File: config.mk
export PLATFORM = sky130hd
export DESIGN_NAME = rupp_top
export DESIGN_NICKNAME = d
export VERILOG_FILES = /design/src/rupp_pkg.sv /design/src/rupp_top.sv /design/src/rupp_base_reg.sv /design/src/rupp_region_decode.sv
export VERILOG_INCLUDE_DIRS = /design/src
export SDC_FILE = /design/constraint.sdc
export NUM_CORES = 1
export LEC_CHECK = 0
export BUFFER_PORTS_ARGS = -buffer_cell sky130_fd_sc_hd__buf_2
export CORE_UTILIZATION = 40
export DETAILED_ROUTE_END_ITERATION = 12
export MAX_ROUTING_LAYER = met4
export PLACE_DENSITY = 0.81
export SYNTH_ARGS = -nofsm -noshare
export SYNTH_HDL_FRONTEND = slang
export SYNTH_SLANG_ARGS = --single-unit
File: constraint.sdc
create_clock -name core_clk -period 2 [get_ports core_clk]
set_clock_uncertainty 0.2 [all_clocks]
set_input_delay 0.2 -clock core_clk [delete_from_list [all_inputs] [get_ports core_clk]]
set_output_delay 0.2 -clock core_clk [all_outputs]
set_load 0.1 [all_outputs]
File: src/rupp_regs.svh
/*
  register offsets, field positions and reset values of the ram user
  program partition block.
  assumes: included by bare name from every design file that decodes them.
*/
`ifndef RUPP_REGS_SVH
`define RUPP_REGS_SVH

// register offsets on the plain register port
`define RUPP_BASE_OFF 8'h00
`define RUPP_STATUS_OFF 8'h04

// writable base field inside the base register
`define RUPP_FIELD_MSB 15
`define RUPP_FIELD_LSB 10
`define RUPP_FIELD_RESET 6'h00

// status register bit positions
`define RUPP_ST_PRESENT 0
`define RUPP_ST_BELOW_DATA 1
`define RUPP_ST_ABOVE_SIZE 2
`define RUPP_ST_LAST_FAULT 3
`define RUPP_ST_PAD_LSB 4

// constant fill values
`define RUPP_ZERO_WORD 32'h0000_0000
`define RUPP_LOW_ZERO 10'h000
// unused upper bits of the base and status registers
`define RUPP_REG_MSB 31
`define RUPP_HIGH_ZERO 16'h0000
`define RUPP_STATUS_FILL 28'h000_0000

`endif

File: src/rupp_pkg.sv
/*
  types shared by the ram user program partition block.
  assumes: compiled before every other file of the block.
*/
package rupp_pkg;

  // ram region that an access falls in, one-hot
  typedef enum logic [3:0] {
    RUPP_KERNEL  = 4'h1,
    RUPP_UDATA   = 4'h2,
    RUPP_UPROG   = 4'h4,
    RUPP_OUTSIDE = 4'h8
  } rupp_region_t;

  // width of the writable base field (1 KB granules)
  typedef logic [5:0] rupp_field_t;

endpackage

File: src/rupp_top.sv
/*
  ram user program partition: one base register that places user
  program space inside the data ram, a status register, and a one-cycle
  classifier that tells which partition a ram access falls in.
  assumes: the user data base and ram size registers live elsewhere and
  arrive here as plain words; register port strobes are one cycle long
  and never overlap; all inputs are synchronous to core_clk.
*/
// Decided for this implementation: the placing of the registers and strobed register access.
`timescale 1ns/1ps
`include "rupp_regs.svh"

module rupp_top #(
  parameter int ADDR_W = 32 // width of the ram access offset
) (
  input wire logic core_clk, // system clock, 250 MHz
  input wire logic rst_n, // synchronous reset, active low
  input wire logic [7:0] reg_addr, // register byte offset
  input wire logic [31:0] reg_wdata, // register write data
  input wire logic reg_wr, // register write strobe
  input wire logic reg_rd, // register read strobe
  output logic [31:0] reg_rdata, // read data, cycle after reg_rd
  input wire logic [31:0] ram_user_data_base, // companion user data base
  input wire logic [31:0] ram_size_value, // ram size in bytes
  input wire logic acc_valid, // ram access to classify
  input wire logic [ADDR_W-1:0] acc_addr, // ram byte offset of the access
  input wire logic acc_user, // access made in user mode
  output logic acc_done, // classification result valid
  output rupp_pkg::rupp_region_t acc_region, // region of the access
  output logic acc_fault, // access not allowed for its mode
  output logic [31:0] user_prog_base, // program base as byte offset
  output logic user_prog_present // user program space exists
);

  // field must reach bit 15 of the offset; wider than a word is not served
  if (ADDR_W < (`RUPP_FIELD_MSB + 1) || ADDR_W > 32) begin : g_bad_width
    $error("rupp_top: ADDR_W must lie between 16 and 32");
  end

  // one offset compare shared by every register select
  function automatic logic offset_hit(input logic [7:0] addr, input logic [7:0] off);
    return addr == off;
  endfunction

  // register decode
  wire sel_base = offset_hit(reg_addr, `RUPP_BASE_OFF);
  wire sel_status = offset_hit(reg_addr, `RUPP_STATUS_OFF);
  wire wr_base = reg_wr && sel_base;
  wire rd_base = reg_rd && sel_base;
  wire rd_status = reg_rd && sel_status;

  // only bits 15:10 of the write word are kept; the rest fall away
  wire rupp_pkg::rupp_field_t wr_field =
    reg_wdata[`RUPP_FIELD_MSB:`RUPP_FIELD_LSB];

  rupp_pkg::rupp_field_t base_field;

  rupp_base_reg u_base (
    .core_clk(core_clk),
    .rst_n(rst_n),
    .load(wr_base),
    .load_value(wr_field),
    .field(base_field)
  );

  // base as a byte offset: low ten bits are forced zero
  wire [31:0] base_word = {`RUPP_HIGH_ZERO, base_field, `RUPP_LOW_ZERO};
  wire base_present = (base_field != `RUPP_FIELD_RESET);

  // consistency of software's programming, shown in status only;
  // the hardware does not refuse a bad value, it just reports it
  wire below_data = base_present && (base_word <= ram_user_data_base);
  wire above_size = base_present && (base_word > ram_size_value);

  // access classification
  wire [31:0] acc_offset = 32'(acc_addr);
  rupp_pkg::rupp_region_t next_region;

  rupp_region_decode u_decode (
    .offset(acc_offset),
    .prog_base(base_word), // zero field gives no program region
    .data_base(ram_user_data_base),
    .ram_size(ram_size_value),
    .region(next_region)
  );

  // user mode may touch user data and user program only;
  // nobody may go past the end of the ram
  wire next_fault = (next_region == rupp_pkg::RUPP_OUTSIDE) ||
    (acc_user && (next_region == rupp_pkg::RUPP_KERNEL));

  logic last_fault;

  always_ff @(posedge core_clk) begin
    if (!rst_n) begin
      acc_done <= 1'b0;
      acc_region <= rupp_pkg::RUPP_KERNEL;
      acc_fault <= 1'b0;
    end else begin
      acc_done <= acc_valid;
      if (acc_valid) begin
        acc_region <= next_region;
        acc_fault <= next_fault;
      end
    end
  end

  // last classified access result, kept for status reads
  always_ff @(posedge core_clk) begin
    if (!rst_n) begin
      last_fault <= 1'b0;
    end else if (acc_valid) begin
      last_fault <= next_fault;
    end
  end

  always_ff @(posedge core_clk) begin
    if (!rst_n) begin
      user_prog_base <= `RUPP_ZERO_WORD;
      user_prog_present <= 1'b0;
    end else begin
      user_prog_base <= base_word;
      user_prog_present <= base_present;
    end
  end

  // read data
  wire [31:0] status_word = {
    `RUPP_STATUS_FILL,
    last_fault,
    above_size,
    below_data,
    base_present
  };

  // unmapped offsets read zero, so do all cycles without a read
  wire [31:0] next_rdata = rd_base ? base_word :
    rd_status ? status_word : `RUPP_ZERO_WORD;

  always_ff @(posedge core_clk) begin
    if (!rst_n) begin
      reg_rdata <= `RUPP_ZERO_WORD;
    end else begin
      reg_rdata <= next_rdata;
    end
  end

  // helper slices of the read data and region flags for the checks below
  wire rupp_pkg::rupp_field_t rd_field = reg_rdata[`RUPP_FIELD_MSB:`RUPP_FIELD_LSB];
  wire [`RUPP_FIELD_LSB-1:0] rd_low = reg_rdata[`RUPP_FIELD_LSB-1:0];
  wire [`RUPP_REG_MSB-`RUPP_FIELD_MSB-1:0] rd_high = reg_rdata[`RUPP_REG_MSB:`RUPP_FIELD_MSB+1];
  wire in_prog = (acc_offset >= base_word) && (acc_offset < ram_size_value);
  // region expectations worked out from the raw words, not from the decoder
  wire in_outside = (acc_offset >= ram_size_value);
  wire in_kernel = !in_outside &&
    (!base_present || (acc_offset < base_word)) &&
    ((ram_user_data_base == `RUPP_ZERO_WORD) || (acc_offset < ram_user_data_base));
  wire in_udata_only = !in_outside && !base_present &&
    (ram_user_data_base != `RUPP_ZERO_WORD) && (acc_offset >= ram_user_data_base);
endmodule // rupp_top

File: src/rupp_base_reg.sv
/*
  holder for the user program base field.
  assumes: load is a one-cycle strobe from the register decode.
*/
`timescale 1ns/1ps
`include "rupp_regs.svh"

module rupp_base_reg (
  input wire logic core_clk, // system clock
  input wire logic rst_n, // synchronous reset, active low
  input wire logic load, // write strobe for the field
  input wire rupp_pkg::rupp_field_t load_value, // new field value
  output rupp_pkg::rupp_field_t field // stored field
);

  always_ff @(posedge core_clk) begin
    if (!rst_n) begin
      field <= `RUPP_FIELD_RESET;
    end else if (load) begin
      field <= load_value;
    end
  end
endmodule // rupp_base_reg

File: src/rupp_region_decode.sv
/*
  combinational sorting of a ram offset into kernel data, user data,
  user program or outside the ram.
  assumes: all offsets are byte offsets relative to the ram start.
*/
`timescale 1ns/1ps
`include "rupp_regs.svh"

module rupp_region_decode (
  input wire logic [31:0] offset, // ram byte offset to sort
  input wire logic [31:0] prog_base, // user program base, zero if absent
  input wire logic [31:0] data_base, // user data base, zero if absent
  input wire logic [31:0] ram_size, // ram size in bytes
  output rupp_pkg::rupp_region_t region // one-hot region
);

  function automatic rupp_pkg::rupp_region_t classify(
    input logic [31:0] off,
    input logic [31:0] pbase,
    input logic [31:0] dbase,
    input logic [31:0] size
  );
    if (off >= size) begin
      return rupp_pkg::RUPP_OUTSIDE;
    end else if ((pbase != `RUPP_ZERO_WORD) && (off >= pbase)) begin
      return rupp_pkg::RUPP_UPROG;
    end else if ((dbase != `RUPP_ZERO_WORD) && (off >= dbase)) begin
      return rupp_pkg::RUPP_UDATA;
    end else begin
      return rupp_pkg::RUPP_KERNEL;
    end
  endfunction

  assign region = classify(offset, prog_base, data_base, ram_size);

endmodule // rupp_region_decode

# After elaboration in Yosys (flattened, before gate mapping)
# Index checks and enable logic that the tools add are counted.
# word_totals
register_bits	77
input_bits	142
wordCells	40
# classes
n_lt_le_gt_ge	5
n_eq_ne	3
n_mux	5
bitwise	2
n_reduce_logical	15
# ops
cell	n
$ge A32 B32 Y1	2
$reduce_bool A32 Y1	2
$ge A32 B16 Y1	1
$gt A16 B32 Y1	1
$le A16 B32 Y1	1
$mux W16	1
$mux W4	3
$eq A8 B3 Y1 const B	1
$logic_and A1 B1 Y1	8
$logic_not A8 Y1	1
$reduce_bool A6 Y1	1
$eq A4 B1 Y1 const B	1
$eq A4 B4 Y1 const B	1
$reduce_or A3 Y1	1
$mux W2	1
$not A1 Y1	2
$reduce_or A2 Y1	1
$logic_or A1 B1 Y1	1

# Depth between registers and ports, before layout
# Gate-level depths: netlist of run 1.
# logic_depth
depth_word	8
mapped_depth	9
mapped_depth_nobuf	9

# Modules after synthesis
# From an unflattened synthesis of run 1, not the netlist that was laid out.
# unflattened
cells_unflattened	545
area_unflattened_um2	4280.4
# modules_own_cells
mod	instances	cells_each	area_per_inst_um2	seq_area_each_um2
rupp_region_decode	1	354	2548.7	0.0
rupp_top	1	172	1502.7	460.4
rupp_base_reg	1	19	229.0	120.1

# Worst setup path before layout of run 1
# Ideal clock, no wire load.
# synth_path
path_type	input to register
from	in ram_size_value[18]
to	reg last_fault
arrival_time_ps	1920
t_required_ps	1725
slack_ps	-196
cell_stages	9
n_path_buf	0
path_cell_list	inv_1 ha_1 a21oi_2 a21boi_1 a2111o_1 o31a_1 a211oi_4 nand4_1 o22ai_1
# synth_via
elab_chain_cells	5
# synth_rtl
element	line_no	source
from (decl)	rupp_top.sv:24	input wire logic [31:0] ram_size_value,
$ge A32 B32 Y1 (*)	--	
$mux W4 (*)	rupp_region_decode.sv:23	if (off >= size) begin
$eq A4 B1 Y1	rupp_top.sv:90	(acc_user && (next_region == rupp_pkg::RUPP_KERNEL));
$logic_and A1 B1 Y1	rupp_top.sv:90	
$logic_or A1 B1 Y1 (*)	rupp_top.sv:89	wire next_fault = (next_region == rupp_pkg::RUPP_OUTSIDE) ||
to (signal assigned)	rupp_top.sv:113	last_fault <= next_fault;
to (decl)	rupp_top.sv:92	logic last_fault;
# Every way passes the cells marked *; elsewhere a longest branch is shown, timed or not.
# A chain may end at the register's enable or synchronous reset.

# Worst setup path in the final report of run 1
# layout_path
from	reg u_base.field[0]
to	reg acc_region[0]
# layout_via
elab_chain_cells	4
# layout_rtl
element	line_no	source
from (decl)	rupp_base_reg.sv:13	output rupp_pkg::rupp_field_t field
from (signal assigned)	rupp_base_reg.sv:18	field <= `RUPP_FIELD_RESET;
from (signal assigned)	rupp_base_reg.sv:20	field <= load_value;
$ge A32 B16 Y1 / $reduce_bool A32 Y1 (equally long branches)	--	
$logic_and A1 B1 Y1 (*)	rupp_region_decode.sv:25	end else if ((pbase != `RUPP_ZERO_WORD) && (off >= pbase)) begin
$mux W4 (*)	rupp_region_decode.sv:25	
$mux W4 (*)	rupp_region_decode.sv:23	
to (signal assigned)	rupp_top.sv:97	acc_region <= rupp_pkg::RUPP_KERNEL;
to (signal assigned)	rupp_top.sv:102	acc_region <= next_region;
to (decl)	rupp_top.sv:29	output rupp_pkg::rupp_region_t acc_region,
# Marks and branches as above.

==> metrics.cfg, run 1 <==
[setup_path]
ff2ff_path_depth = 8
cp_slowest_cell = dfxtp_2
crit_family = simple AND/OR/NAND/NOR gates
rrSetupSlack_ps = -150
critPathMaxStageDelay_ps = 340
worstSetupPathType = register to register
worst_setup_path_end_kind = register
cp_num_buf_inv = 0
r2r-start = u_base.field[0]
path_max_fanout = 3
cp.required_ps = 1940
critPathLaunchType = register
crit_path_cell_trace = ha_4 -> nor4bb_2 -> nand4_1 -> nor4_4 -> o311ai_4 -> a21o_1 -> nand2_1 -> o221ai_2
cp.arrival_ps = 2090
r2r_end = acc_region[0]

[floorplan]
core_mm2 = 0.008341
rows = 33
die_x_um = 95.50
num_io_pins = 213
die_y_um = 95.50
initial_core_util_pct = 41.93
dieArea_mm2 = 0.009120

[place]
dpl.hpwl_um = 9432
place_area_mm2 = 0.004782
place.gp.congestion = 0.9478
port_buffers = 138

[min_path]
whs_path_depth = 3
hold_path_end = last_fault
hp-start = acc_user
min_path_type = primary input to register

[power]
peakVddDrop_mv = 0.3270
pwr_density_cell_mw_per_mm2 = 442.7
power_leakage_nw = 2.852
finalPower_mw = 2.233

[global_route]
global_route.usage.total_pct = 24.21
gr-total-overflow = 0
antenna_found_initial = 0
grt_pass1_vias = 3725
grt_max_degree = 23
grt_pass1_wl_um = 16590

[clocking]
cts.path.max_buffers = 2
cts_tree = built
cts_max_level = 2
clk_latency_ps = 270
cts_buffers = 5
cts-root-buf = clkbuf_8
clkTransAtPathRegs_ps = 60
clock_sinks = 29

[yosys]
synth_area_leaders = ha_1, dfxtp_1, buf_4
yosys-top-cells-count = ha_1, inv_1, buf_4, dfxtp_1, nor4_1
synth_ff_type = dfxtp_1
yosysMostFrequentCell = ha_1
ys_types = 48
synth_top_area_share_pct = 29.34
yosysWarnings = 0
async_flop_share_pct = 0
yosys.area.top_type = ha_1
synth-edff-count = 0
avgSynthCellArea_um2 = 8.095
postSynthCellCount = 432
synth_seq_cells = 29
syn_area_mm2 = 0.003497
synth_seq_area_share_pct = 16.60

[routing]
drt-initial-drc-count = 116
postRouteAntennaNets = 0
vias = 3824
wl_per_cell_um = 14.08
drt_wl_total_um = 10770
first_pass_iters = 4
viasPerCell = 4.999
drc = 0

[cells_and_area]
seqCellArea_um2 = 586.8
multi_input_area_mm2 = 0.002601
final_layout_size_suffix_gt1_share_pct = 38.48
fillers = 816
antenna_cells = 0
final_area_mm2 = 0.005044
area_growth_pct = 44.22
final_nets = 883

[sta]
hold_viol = 0
finalMaxSlewViolations = 0
max_freq_mhz = 465.2
period_share_pct = 107.5
setup_slack_ps = -149.8
rsz0062_at_grt = true
setup_viol = 4
period_needed_ps = 2150
fin_setup_tns_ps = -502.2

[outcome]
status = finished, violations left
failed_checks = setup timing

[job]
max_cap_violations = 0

==> worst max path at each step <==
stage	from	end	slack, ps	depth (start not counted)
finish	u_base.field[0]	acc_region[0]	-150	8
global route	u_base.field[3]	acc_region[0]	-220	9
CTS	u_base.field[0]	acc_region[0]	-110	8
detailed placement	acc_addr[0]	acc_region[0]	-310	10
global placement	ram_user_data_base[13]	acc_region[1]	-260	10
floorplan	ram_size_value[19]	last_fault	8	8
==> layout make-up <==
cell class,instances,share of cell area [%]
multi-input combinational,326,51.58
sequential,29,11.63
timing repair buffer,224,26.74
clock inverter,1,0.09923
inverter,73,5.433
clock buffer,7,1.910
tap,105,2.605
==> worst reg2reg max path, stage by stage, from the launching register on <==
cell	delay (ps)
dfxtp_2	340
ha_4	250
nor4bb_2	300
nand4_1	190
nor4_4	250
o311ai_4	130
a21o_1	200
nand2_1	80
o221ai_2	80
==> through the flow <==
| stage | utilization, % | hold slack (ps) | instances | setup slack [ps] |
|---|---|---|---|---|
| after global routing | 60.47 | 22.87 | 765 | -224.5 |
| final | 60.47 | 20.29 | 765 | -149.8 |
| after global placement | 57.34 | 258.4 | 750 | -259.7 |
| after detailed placement | 57.34 | 270.7 | 750 | -306.1 |
| after CTS | 59.96 | 5.434 | 765 | -110.9 |
| after floorplan | - | 121.7 | 479 | 7.814 |
==> where the power goes <==
group	internal [mW]	switching [mW]	total (mW)	leakage [nW]
Clock	0.310	0.212	0.522	0.0542
Combinational	0.349	0.771	1.12	2.56
Sequential	0.586	0.00483	0.591	0.237
==> layer usage <==
layer / up-vias / global-route usage (%) / part of all wire (%)
met3: 18 / 2.233 / 6.5
met5: - / - / 0
li1: 1909 / - / -
met4: 0 / 6.468 / 1.8
met1: 1741 / 27.16 / 41
met2: 156 / 45.42 / 51
==> timing repair <==
action,in CTS,in global routing
endpoints found under the hold margin,7,0
resized for setup,8,10
pin swaps,4,2
setup endpoints to repair,4,5
buffers inserted,2,0
hold buffers,5,0
==> sequential cells by signal, summed over array words and instances (netlist names) <==
register,cells
user_prog_base,6
user_prog_present,1
acc_region,4
acc_done,1
u_base.field,6
reg_rdata,10
last_fault,1
==> cells by family (layout without fill, tap and decap cells) <==
group / after synthesis / count (layout) / share of synthesized area (%)
flops: 29 / 29 / 16.60
fa+ha+maj: 82 / 82 / 29.34
mux: 6 / 6 / 1.717
compound gates: 72 / 72 / 14.31
simple gates: 118 / 118 / 19.46
buf+inv: 124 / 305 / 18.46
other cells: 1 / 48 / 0.1072
==> placed cells by master (no fill, tap or decap), drive strengths merged, types with 5 or more instances in the layout <==
cell	n
buf	219
ha	82
inv	73
conb	48
dfxtp	29
nor4	27
a21oi	20
nand4	17
nand2	15
nor2b	13
o21ai	13
nor2	11
a21o	8
and2	8
clkbuf	7
nor3	6
nand3	6
mux2i	6
a211oi	6
dlygate4sd3	5
Power figures use the tool's default switching activity.
==> run 2, diff against run 1 <==
--- a/config.mk
+++ b/config.mk
@@ -7,10 +7,12 @@
 export NUM_CORES = 1
 export LEC_CHECK = 0
 export BUFFER_PORTS_ARGS = -buffer_cell sky130_fd_sc_hd__buf_2
+export CORE_MARGIN = 2
 export CORE_UTILIZATION = 40
 export DETAILED_ROUTE_END_ITERATION = 12
 export MAX_ROUTING_LAYER = met4
 export PLACE_DENSITY = 0.81
+export RECOVER_POWER = 100
 export SYNTH_ARGS = -nofsm -noshare
 export SYNTH_HDL_FRONTEND = slang
 export SYNTH_SLANG_ARGS = --single-unit
==> metrics.cfg, run 2 (synthesized netlist as in run 1, its figures left out) <==
[outcome]
status = finished, violations left
failed_checks = hold timing, setup timing

[cells_and_area]
final_nets = 887  ; +0.45%
final_layout_size_suffix_gt1_share_pct = 42.47  ; +4.0 points
area_growth_pct = 52.20
top_register = reg_rdata
antenna_cells = 0  ; unchanged
final_area_mm2 = 0.005323  ; +5.5%
fillers = 744  ; -8.8%
final_common_cell = buf_2
largestRegisters = reg_rdata: 10 flops, u_base.field: 6 flops, user_prog_base: 6 flops
utilization_pct = 61.94  ; +1.5 points
mostFrequentLayoutCells = buf_2, buf_4, ha_1
largest_register_ffs = 10  ; unchanged

[global_route]
grt_pass1_vias = 3869  ; +3.9%
grt_pass1_wl_um = 17310  ; +4.4%
gr-total-overflow = 0  ; unchanged
global_route.usage.total_pct = 22.80  ; -1.4 points
antenna_found_initial = 0  ; unchanged
grt_max_degree = 23  ; unchanged

[clocking]
cts_tree = built
clk_latency_ps = 280  ; about the same
clock_sinks = 29  ; unchanged
cts_buffers = 5  ; unchanged
clkTransAtPathRegs_ps = 70  ; about the same
cts.path.max_buffers = 2  ; unchanged
cts-root-buf = clkbuf_8
cts_max_level = 2  ; unchanged

[sta]
setup_viol = 5  ; +1
setup_slack_ps = -134.9  ; +14.89 ps
rsz0062_at_grt = true
worstMarginPinSlew_ps = 575.2
period_needed_ps = 2135  ; -14.89 ps
hold_viol = 1  ; +1
slew_headroom_pct = 61.36
holdWs_ps = -11.61  ; -31.90 ps
finalMaxSlewViolations = 0  ; unchanged
period_share_pct = 106.7  ; -0.74 points
max_freq_mhz = 468.4  ; +0.70%

[setup_path]
cp_slowest_cell = a2111o_1
r2r_end = last_fault
critPathMaxStageDelay_ps = 370  ; +30 ps
worst_setup_path_end_kind = register
ff2ff_path_depth = 9  ; +1
crit_start = ram_size_value[12]
rrSetupSlack_ps = -130  ; about the same
path_max_fanout = 6  ; +3
cp_num_buf_inv = 2  ; +2
crit_family = compound AO/OA/AOI/OAI gates
cp.required_ps = 2000  ; +60 ps
crit_path_cell_trace = buf_6 -> inv_4 -> ha_4 -> nand4_1 -> nor2_2 -> a2111o_1 -> o31a_1 -> a211oi_4 -> nand2_1 -> o221ai_2
worstSetupPathType = primary input to register
cp.arrival_ps = 2130  ; +40 ps
critPathLaunchType = primary input
r2r-start = u_base.field[1]

[floorplan]
core_mm2 = 0.008593  ; +3.0%
initial_core_util_pct = 40.70  ; -1.2 points
die_y_um = 97.50  ; +2.1%
die_x_um = 97.50  ; +2.1%
num_io_pins = 213  ; unchanged
dieArea_mm2 = 0.009506  ; +4.2%
rows = 34  ; +3.0%

[routing]
drt_wl_total_um = 11790  ; +9.5%
wl_per_cell_um = 15.28  ; +8.5%
drc = 0  ; unchanged
vias = 3930  ; +2.8%
postRouteAntennaNets = 0  ; unchanged
viasPerCell = 5.091  ; +1.8%
first_pass_iters = 4  ; unchanged
drt-initial-drc-count = 150  ; +29%

[power]
finalPower_mw = 2.327  ; +4.2%
power_leakage_nw = 2.906  ; +1.9%
peakVddDrop_mv = 0.3170  ; -3.1%
pwr_density_cell_mw_per_mm2 = 437.2  ; -1.3%

[place]
dpl.hpwl_um = 9382  ; -0.52%
port_buffers = 138  ; unchanged
place.gp.congestion = 0.9715  ; +2.5%
place_area_mm2 = 0.004726  ; -1.2%

[min_path]
hp-start = reg_wdata[11]
whs_path_depth = 3  ; unchanged
hold_path_end = u_base.field[1]
min_path_type = primary input to register

[job]
max_cap_violations = 0  ; unchanged

[run 2: layout make-up]
cell class / instances / area [um^2] / share of cell area, %
clock buffer: 7 / 96.34 / 1.810
clock inverter: 1 / 5.005 / 0.09403
inverter: 73 / 296.5 / 5.571
multi-input combinational: 326 / 2759 / 51.83
sequential: 29 / 585.6 / 11.00
tap: 108 / 135.1 / 2.539
timing repair buffer: 228 / 1445 / 27.15
[run 2: per-layer routing]
layer	vias to the layer above	track usage (%)	share of wire, %
li1	1919	-	-
met1	1796	25.51	40
met2	175	40.21	49
met3	40	3.453	7.1
met4	0	9.829	3.8
met5	-	-	0
[run 2: worst max-delay path by stage]
stage	to	depth (start not counted)
floorplan	last_fault	8
global placement	last_fault	9
detailed placement	acc_region[0]	9
CTS	last_fault	9
global route	acc_region[0]	9
finish	acc_region[0]	10
[run 2: stage by stage]
| stage | TNS (ps) | setup WS, ps | cells | hold slack (ps) |
|---|---|---|---|---|
| after global placement | -2412 | -515.7 | 745 | 265.8 |
| final | -507.0 | -134.9 | 772 | -11.61 |
| after global routing | -1185 | -286.8 | 772 | -11.85 |
| after detailed placement | -2282 | -517.5 | 745 | 267.2 |
| after CTS | -219.5 | -99.81 | 765 | 2.171 |
| after floorplan | 0 | 7.814 | 479 | 121.7 |
[run 2: worst min-delay path: cells and delay by family]
family | cells | cell delay (ps)
simple gates | 1 | 100
buf+inv | 1 | 80
mux | 1 | 60
[run 2: timing repair]
action | 4_1_cts | 5_1_grt
endpoints found under the hold margin | 3 | 0
gates cloned | 0 | 0
endpoints found under the setup margin | 5 | 7
pin swaps | 3 | 22
hold buffers | 3 | 0
buffers inserted | 9 | 8
resized for setup | 13 | 59
[run 2: power breakdown]
group,total [mW],internal (mW),switching [mW]
combinational,1.20,0.393,0.806
clock,0.537,0.311,0.227
sequential,0.591,0.586,0.00537
